<file path="src/shared/fsp_pkg.sv">
package fsp_pkg;

    // register indices, byte address is four times the index
    localparam logic [7:0] CMD_IDX = 8'h37;
    localparam logic [7:0] LOCK_IDX = 8'h38;
    localparam logic [7:0] DATA_IDX = 8'h39;
    localparam logic [7:0] PTR_IDX = 8'h3A;
    localparam logic [7:0] STORE_IDX = 8'h3B;
    localparam logic [7:0] LOAD_IDX = 8'h3C;

    // control register bit positions
    localparam int BUSY_BIT = 6;
    localparam int SIG_BIT = 5;
    localparam int RRE_BIT = 4;
    localparam int LCK_BIT = 3;
    localparam int PGW_BIT = 2;
    localparam int PGE_BIT = 1;

    // accepted low five bit patterns
    localparam logic [4:0] PAT_RRE = 5'h11;
    localparam logic [4:0] PAT_LCK = 5'h09;
    localparam logic [4:0] PAT_PGW = 5'h05;
    localparam logic [4:0] PAT_PGE = 5'h03;
    localparam logic [4:0] PAT_EN = 5'h01;

    localparam logic [2:0] STORE_WIN = 3'h4;
    localparam logic [1:0] LOAD_WIN = 2'h3;
    localparam logic [7:0] CTRL_RST = 8'h00;
    localparam logic [7:0] LOCK_RST = 8'hFF;
    localparam logic [7:0] STALLING_FLASH_SECTION_FIRST_PAGE = 8'hE0;
    localparam logic [15:0] ERASED_WORD = 16'hFFFF;

    typedef enum logic [1:0] {
        FSP_IDLE,
        FSP_ARMED,
        FSP_BUSY
    } fsp_phase_e;

    typedef struct packed {
        logic erase;
        logic write;
        logic [7:0] page;
    } fsp_flash_req_s;

    typedef struct packed {
        logic ext_prog_block;
        logic ext_verify_block;
        logic fuse_locked;
        logic boot_lock_locked;
    } fsp_lock_s;

    typedef struct packed {
        fsp_phase_e phase;
        logic [5:1] cmd;
        logic en;
        logic busy;
        logic [2:0] st_win;
        logic [1:0] ld_win;
        logic stall;
        logic dp_wr;
        logic [7:0] dp_idx;
        logic [15:0] data;
        logic [15:0] zptr;
        logic [7:0] lock;
        logic [63:0] valid;
        logic [63:0][15:0] words;
        logic [31:0] rdata;
        logic ready;
        logic resp;
        fsp_flash_req_s req;
        logic [15:0] brd;
        fsp_lock_s lk;
    } fsp_state_s;

    localparam fsp_state_s FSP_STATE_RST = '{
        phase: FSP_IDLE,
        cmd: CTRL_RST[5:1],
        en: CTRL_RST[0],
        lock: LOCK_RST,
        ready: 1'b1,
        brd: ERASED_WORD,
        default: '0
    };

endpackage

</file>
<file path="src/hdl/fsp_ctrl.sv">
// Register access over AHB-Lite and the address map were decided locally.
module fsp_ctrl (
    // clock and reset
    input wire logic ref_clk,
    input wire logic sys_rst,
    // ahb-lite slave
    input wire logic hsel,
    input wire logic [31:0] haddr,
    input wire logic [1:0] htrans,
    input wire logic hwrite,
    input wire logic [2:0] hsize,
    input wire logic [31:0] hwdata,
    input wire logic hready,
    output logic [31:0] hrdata,
    output logic hreadyout,
    output logic hresp,
    // fuses and signature row, same clock domain
    input wire logic no_boot_section,
    input wire logic self_program_fuse,
    input wire logic [7:0] fuse_byte,
    input wire logic [7:0] sig_row_data,
    output logic [4:0] sig_row_addr,
    input wire logic chip_erase,
    // flash array side
    input wire logic flash_done,
    output fsp_pkg::fsp_flash_req_s flash_req,
    input wire logic [5:0] buf_rd_index,
    output logic [15:0] buf_rd_data,
    // status
    output logic section_busy_flag,
    output fsp_pkg::fsp_lock_s lock_status
);
    import fsp_pkg::*;

    // ************************************************************
    // state
    // ************************************************************
    fsp_state_s s_reg;
    fsp_state_s s_next;

    logic [4:0] low_bits;
    logic pat_ok;
    logic store_allowed;
    logic [7:0] page;
    logic [5:0] word;
    logic [7:0] load_byte;

    assign low_bits = hwdata[4:0];
    assign page = s_reg.zptr[14:7];
    assign word = s_reg.zptr[6:1];

    // ************************************************************
    // next state
    // ************************************************************
    always_comb begin
        s_next = s_reg;
        s_next.req.erase = 1'b0;
        s_next.req.write = 1'b0;
        s_next.resp = 1'b0;

        // only these patterns may arm a command
        pat_ok = (low_bits == PAT_RRE) || (low_bits == PAT_LCK) ||
                 (low_bits == PAT_PGW) || (low_bits == PAT_PGE) ||
                 (low_bits == PAT_EN);

        // no boot section: the fuse must be programmed (low)
        store_allowed = !no_boot_section || !self_program_fuse;

        // store and load windows run down one count per core cycle
        if (s_reg.phase == FSP_ARMED) begin
            if (s_reg.st_win != 3'h0) begin
                s_next.st_win = s_reg.st_win - 3'h1;
            end
            if (s_reg.ld_win != 2'h0) begin
                s_next.ld_win = s_reg.ld_win - 2'h1;
            end
            if (s_reg.st_win == 3'h1) begin
                // window lapsed unused: drop command and enable
                s_next.phase = FSP_IDLE;
                s_next.cmd = CTRL_RST[5:1];
                s_next.en = 1'b0;
            end
        end

        // erase or write finished in the array
        if (s_reg.phase == FSP_BUSY && flash_done) begin
            s_next.phase = FSP_IDLE;
            s_next.en = 1'b0;
            s_next.cmd = CTRL_RST[5:1];
            s_next.stall = 1'b0;
            if (s_reg.cmd[PGW_BIT]) begin
                // the buffer is spent once written to a page
                s_next.valid = '0;
            end
        end

        // ********************************************************
        // data phase
        // ********************************************************
        if (s_reg.dp_wr) begin
            s_next.dp_wr = 1'b0;
            case (s_reg.dp_idx)
                CMD_IDX: begin
                    // while an operation runs every command is refused
                    if (s_reg.phase != FSP_BUSY && pat_ok) begin
                        s_next.phase = FSP_ARMED;
                        s_next.en = 1'b1;
                        s_next.cmd[4:1] = low_bits[4:1];
                        s_next.cmd[SIG_BIT] = hwdata[SIG_BIT] &&
                                              (low_bits == PAT_EN);
                        s_next.st_win = STORE_WIN;
                        s_next.ld_win = LOAD_WIN;
                        if (low_bits == PAT_RRE) begin
                            s_next.valid = '0;
                        end
                    end
                end
                DATA_IDX: begin
                    s_next.data = hwdata[15:0];
                end
                PTR_IDX: begin
                    s_next.zptr = hwdata[15:0];
                end
                STORE_IDX: begin
                    if (s_reg.phase == FSP_ARMED) begin
                        // window used: close it whatever happens
                        s_next.phase = FSP_IDLE;
                        s_next.cmd = CTRL_RST[5:1];
                        s_next.en = 1'b0;
                        s_next.st_win = 3'h0;
                        s_next.ld_win = 2'h0;
                        if (!store_allowed) begin
                            s_next.en = 1'b0;
                        end else if (s_reg.cmd[SIG_BIT]) begin
                            s_next.en = 1'b0;
                        end else if (s_reg.cmd[RRE_BIT]) begin
                            s_next.busy = 1'b0;
                        end else if (s_reg.cmd[LCK_BIT]) begin
                            // bits only go 1 to 0; top two stay 1
                            s_next.lock = s_reg.lock &
                                {2'b11, s_reg.data[5:0]};
                        end else if (s_reg.cmd[PGW_BIT] ||
                                     s_reg.cmd[PGE_BIT]) begin
                            s_next.phase = FSP_BUSY;
                            s_next.en = 1'b1;
                            s_next.cmd = s_reg.cmd;
                            s_next.req.write = s_reg.cmd[PGW_BIT];
                            s_next.req.erase = s_reg.cmd[PGE_BIT];
                            s_next.req.page = page;
                            if (page < STALLING_FLASH_SECTION_FIRST_PAGE) begin
                                s_next.busy = 1'b1;
                            end else begin
                                // hold off the next transfer until done
                                s_next.stall = 1'b1;
                            end
                        end else begin
                            s_next.words[word] = s_reg.data;
                            s_next.valid[word] = 1'b1;
                            s_next.busy = 1'b0;
                        end
                    end
                end
                default: begin
                    // lock and load bytes are read-only here, others unmapped
                    s_next.dp_wr = 1'b0;
                end
            endcase
        end

        // apart from sys_rst, only chip erase brings programmed lock bits back to 1
        if (chip_erase) begin
            s_next.lock = LOCK_RST;
        end

        // ********************************************************
        // load result
        // ********************************************************
        load_byte = 8'h00;
        if (s_reg.phase == FSP_ARMED && s_reg.ld_win != 2'h0) begin
            if (s_reg.cmd[SIG_BIT]) begin
                load_byte = sig_row_data;
            end else if (s_reg.cmd[LCK_BIT]) begin
                load_byte = s_reg.zptr[0] ? s_reg.lock
                                          : fuse_byte;
            end
        end

        // ********************************************************
        // address phase
        // ********************************************************
        if (hsel && htrans[1] && hready) begin
            s_next.dp_wr = hwrite;
            s_next.dp_idx = haddr[9:2];
            // reads other than the load byte see the value after any write in flight
            case (haddr[9:2])
                CMD_IDX: begin
                    s_next.rdata = {24'h0, 1'b0, s_next.busy,
                                    s_next.cmd, s_next.en};
                end
                LOCK_IDX: begin
                    s_next.rdata = {24'h0, s_next.lock};
                end
                DATA_IDX: begin
                    s_next.rdata = {16'h0, s_next.data};
                end
                PTR_IDX: begin
                    s_next.rdata = {16'h0, s_next.zptr};
                end
                LOAD_IDX: begin
                    s_next.rdata = {24'h0, load_byte};
                end
                default: begin
                    s_next.rdata = 32'h0;
                end
            endcase
        end

        s_next.ready = !s_next.stall;

        // ********************************************************
        // status outputs
        // ********************************************************
        s_next.brd = s_next.valid[buf_rd_index] ?
                     s_next.words[buf_rd_index] : ERASED_WORD;
        s_next.lk.ext_prog_block = !s_next.lock[0];
        s_next.lk.fuse_locked = !s_next.lock[0];
        s_next.lk.ext_verify_block = s_next.lock[1:0] == 2'b00;
        s_next.lk.boot_lock_locked = s_next.lock[1:0] == 2'b00;
    end

    // ************************************************************
    // registers
    // ************************************************************
    always_ff @(posedge ref_clk or posedge sys_rst) begin
        if (sys_rst) begin
            s_reg <= FSP_STATE_RST;
        end else begin
            s_reg <= s_next;
        end
    end

    // ************************************************************
    // outputs
    // ************************************************************
    assign hrdata = s_reg.rdata;
    assign hreadyout = s_reg.ready;
    assign hresp = s_reg.resp;
    assign sig_row_addr = s_reg.zptr[5:1];
    assign flash_req = s_reg.req;
    assign buf_rd_data = s_reg.brd;
    // the array must refuse shared-section access on this level
    assign section_busy_flag = s_reg.busy;
    assign lock_status = s_reg.lk;

endmodule // fsp_ctrl

</file>
<file path="config.mk">
export PLATFORM = sky130hd
export DESIGN_NAME = fsp_ctrl
export DESIGN_NICKNAME = d
export VERILOG_FILES = /design/src/shared/fsp_pkg.sv /design/src/hdl/fsp_ctrl.sv
export SDC_FILE = /design/constraint.sdc
export NUM_CORES = 2
export LEC_CHECK = 0
export BUFFER_PORTS_ARGS = -buffer_cell sky130_fd_sc_hd__buf_2
export CAP_MARGIN = 30
export CORE_AREA = 2 2 496 498
export CTS_CLUSTER_SIZE = 30
export DETAILED_ROUTE_END_ITERATION = 6
export DIE_AREA = 0 0 498 500
export SKIP_CTS_REPAIR_TIMING = 1
export SLEW_MARGIN = 5
export SYNTH_ARGS = -nofsm -noshare
export SYNTH_HDL_FRONTEND = slang
export SYNTH_SLANG_ARGS = --single-unit
</file>
<file path="constraint.sdc">
create_clock -name ref_clk -period 65.7 [get_ports ref_clk]
set_clock_uncertainty 0.05 [all_clocks]
set_input_delay 13.14 -clock ref_clk [delete_from_list [all_inputs] [get_ports ref_clk]]
set_output_delay 13.14 -clock ref_clk [all_outputs]
set_load 0.1 [all_outputs]
</file>
* Word-level counts from Yosys, hierarchy flattened
Cells that the tools add are included.
Word-level totals: register bits after elaboration 1213, input port bits 100, output and inout bits 70
Operators by class: add/sub/neg operators 2, order comparisons 4, equality and inequality tests 18, multiplexer cells 75, bitwise operators 5, reductions and logical operators 21
Operator list (number):
- 1096-bit two-way mux | 4
- 1088-bit two-way mux | 2
- 1128-bit two-way mux | 1
- 1024-bit bitwise mux | 1
- 1024-bit two-way mux | 1
- 64-bit two-way mux | 4
- 64-bit case mux with 2 select lines | 1
- 8-bit two-way mux | 13
- 16-bit binary-select mux with 6-bit select | 1
- 16-bit demux with 6-bit select | 1
- 16-bit two-way mux | 6
- 10-bit two-way mux | 8
- 16-bit case mux with 5 select lines | 1
- 8-bit by 6-bit equality test with 1-bit output (second input constant) | 9
- 64-bit bitwise OR | 1
- 1-bit two-way mux | 18
- 9-bit two-way mux | 2
- 8-bit case mux with 2 select lines | 1
- 15-bit two-way mux | 1
- 6-bit by 7-bit < comparator with 1-bit output (second input constant) | 2
- 7-bit two-way mux | 2
- 5-bit two-way mux | 2
- 5-bit case mux with 2 select lines | 1
- 8-bit bitwise AND | 1
- other kinds (25) | 41

* Depth between registers and ports, before layout
depth in word-level cells 16, depth in mapped cells 15, depth with buffers taken out 10

* Least setup slack after synthesis
No wires, ideal clock.
kind input port to flip-flop, start point input port buf_rd_index[0], end point register s_reg, in the netlist buf_rd_data[3], arrival 15.857 ns, required time 65.571 ns, slack 49.714 ns, cell stages on the path 12, buffers on the path 6, cells stage by stage buf_2 > clkinv_1 > buf_2 > buf_1 > clkbuf_1 > clkbuf_1 > buf_1 > mux2i_1 > nor2_1 > o311ai_0 > o211ai_1 > a41o_1
RTL lines:
- from (decl) | line fsp_ctrl.sv:27 | input wire logic [5:0] buf_rd_index,
- to (signal assigned) | line fsp_ctrl.sv:238 | s_reg <= s_next;
- to (decl) | line fsp_ctrl.sv:38 | fsp_state_s s_reg;

==> metrics.txt <==
Critical Path Max Stage Delay 0.92 ns; Warnings, synthesis 0; fin util 28.7%; most frequent cells in the layout nand2_1, dfrtp_1, o21ai_0; crit-path leading delay family simple AND/OR/NAND/NOR gates; Startpoint Class input port; row count 182; Via Count 57.1k; max reg flops 1138; area of the multi-input gates 27900 um^2; critical path required time 66.33 ns; status complete, no violations; final hold vios 0; synth-to-layout area growth 15.5%; Clk pwr share 46.5%; switch share 28.3%; Worst Max-Slew Pin Slew 1.17 ns; die width 498 um; fmax 56.4 MHz; hold path start s_reg[168]; CTS Buffer Depth 3; drt drc 0; Routed WL 296000 um; Final WS setup 47.96 ns; worst skew pair latency 0.83 ns; Post-synth EDFFs 0; Logic pwr share 10.5%; fin crit share 27.0%; vias in the first global route 54.2k; Top Ports 170; wire per inst 30.3 um; maximum vdd drop 0.0000296 V; Port-buffer cells 108; Internal Power 1.25 mW; RSZ-0062 raised after global routing false; layout cells sized above 1 17.6%; pre-CTS setup slack 47.33 ns; mapped cell area 60700 um^2; DRT iter0 DRCs 8352; Setup-failing EPs final 0; part of the power in registers 43.0%; TritonRoute pass-1 iters 6; Buf/Inv on CP 4; GP Congestion 1.02; Crit Path Category input port to register; DIE HEIGHT 500 um; Final min period 17.74 ns; max-slew violation count 0; Syn Area/Cell 9.37 um^2; FILL cells 25.5k; H-tree level count 4; Register-to-Register Setup Slack 59.18 ns; r2r endpoint buf_rd_data[14]; worst-path maximum fanout 29; Sink Count 1197; ys async rst share 100%; Cells after Synth 6478; vias per cell 5.85; first-pass GRT wire length 415000 um; hold endpoint s_reg[168]; grt ovf 0; initial antenna violation count 15; largest net degree at the start of global routing 172; post-synthesis sequential area ratio 49.4%; Netlist cell types 106; FF+latch area 30000 um^2; Clock Pin Slew Worst Setup and Hold Paths 0.06 ns; CTS tree yes; core area 244000 um^2; CP endpoint kind register; top_reg_cell synth dfrtp_1; Die Area 249000 um^2; most common cell type on the critical path buf_4; clock root buffer clkbuf_16; slowest cell on the critical path a2111oi_1; worst-path cell chain buf_2 > a211o_1 > nor4_2 > buf_4 > buf_4 > nand4_2 > a21oi_1 > and2_1 > a211oi_1 > a2111oi_1 > o41ai_4 > buf_4 > or4b_1; Hold Path Class register to register; FF-to-FF Start s_reg[1200]; Pwr Density 24.9 nW/um^2; Num CTS Buffers 136; Seq cells post-synth 1197; setup tns final 0 ns; sw power 0.494 mW; initial core utilization 24.8%; hold path cells 2; Routed Antenna Nets 0; commonest non-fill, non-tap cell in the layout nand2_1; max cap viols 0; CP Data Arrival Time 18.37 ns; Final #Nets 6516; Worst slew margin 22.1%; R2R cell count 14; aggregate global-route resource usage 22.9%; LEAKAGE 31.4 nW; dpl hpwl 194000 um
-- worst min-delay path, delay by kind of cell, from the launching register on --
family / cells / cell delay [ns]
flops: 1 / 0.32
simple gates: 2 / 0.10
-- cell families (layout without fill, tap and decap cells) --
kind of cell             count (synthesis)  count (layout)  share of synthesized area [%]
flip-flops                            1197            1197                           49.4
multiplexers                           416             416                           8.02
adder cells (fa/ha/maj)                  4               4                         0.0783
AND/OR/NAND/NOR                       2347            2347                           17.7
other                                    1              36                        0.00618
buffers and inverters                  747             775                           5.20
AO/OA/AOI/OAI                         1763            1763                           19.6
XOR/XNOR                                 3               3                         0.0433
-- per-layer routing --
layer,track usage [%],part of all wire (%),up-vias
met5,0,0.018,-
met4,16.0,7.9,10
met3,8.36,13,1115
met2,32.8,42,4164
met1,28.4,38,28616
li1,-,-,23216
-- synthesized netlist by cell type, types with 26 or more instances --
| cell | number | area (um^2) |
|---|---|---|
| and3_1 | 34 | 213 |
| dfrtp_1 | 1172 | 29300 |
| a32oi_1 | 26 | 228 |
| nor4_1 | 53 | 332 |
| mux4_2 | 26 | 586 |
| nor2_1 | 323 | 1210 |
| o211ai_1 | 102 | 766 |
| a31oi_1 | 42 | 263 |
| buf_1 | 53 | 199 |
| nand2b_1 | 29 | 181 |
| clkbuf_1 | 466 | 1750 |
| a22o_1 | 49 | 429 |
| a211oi_1 | 37 | 278 |
| nand2_1 | 1313 | 4930 |
| inv_1 | 99 | 372 |
| o31ai_1 | 63 | 473 |
| mux2i_1 | 93 | 931 |
| nand3_1 | 129 | 646 |
| o21ai_0 | 668 | 3340 |
| o221ai_1 | 54 | 473 |
| o32ai_1 | 37 | 324 |
| buf_2 | 48 | 240 |
| o311ai_0 | 28 | 245 |
| or3_1 | 44 | 275 |
| nand4_1 | 74 | 463 |
| mux2_2 | 294 | 3310 |
| a21oi_1 | 163 | 816 |
| a22oi_1 | 31 | 233 |
| buf_4 | 72 | 541 |
| nor3_1 | 144 | 721 |
| o22ai_1 | 67 | 419 |
-- worst max path at each step --
stage / to / cells after the start / slack [ns] / from
2_1_floorplan: flash_req[0] / 1 / 18.83 / sys_rst
4_1_cts: buf_rd_data[14] / 13 / 48.15 / self_program_fuse
3_3_place_gp: buf_rd_data[8] / 11 / 47.38 / buf_rd_index[0]
5_1_grt: buf_rd_data[14] / 13 / 47.98 / self_program_fuse
3_5_place_dp: buf_rd_data[14] / 13 / 47.33 / self_program_fuse
6_report: buf_rd_data[14] / 13 / 47.96 / self_program_fuse
-- area by class of cell --
type	count	share of cell area, %
Timing Repair Buffer	423	4.38
Inverter	105	0.594
Sequential cell	1197	42.8
Clock inverter	40	0.848
Antenna cell	19	0.0678
Multi-Input combinational cell	4550	39.7
Clock buffer	207	5.82
Tap cell	3220	5.75
-- through the flow --
| stage | hold slack [ns] | area (um^2) | total power, mW | cells |
|---|---|---|---|---|
| 4_1_cts | 0.412 | 69900 | 1.74 | 9725 |
| 6_report | 0.410 | 70100 | 1.75 | 9761 |
| 2_1_floorplan | 0.376 | 60800 | 0.857 | 6494 |
| 3_5_place_dp | 0.398 | 65200 | 0.936 | 9478 |
| 5_1_grt | 0.430 | 70100 | 1.78 | 9749 |
| 3_3_place_gp | 0.390 | 65000 | 0.935 | 9461 |
-- power groups by stage --
stage	registers, mW	clock network (mW)	logic, mW
floorplan	0.761	0	0.0954
global placement	0.763	0	0.171
detailed placement	0.764	0	0.173
CTS	0.750	0.816	0.173
global route	0.750	0.845	0.184
finish	0.750	0.812	0.183
No activity file was read; power rests on OpenSTA's default activity.
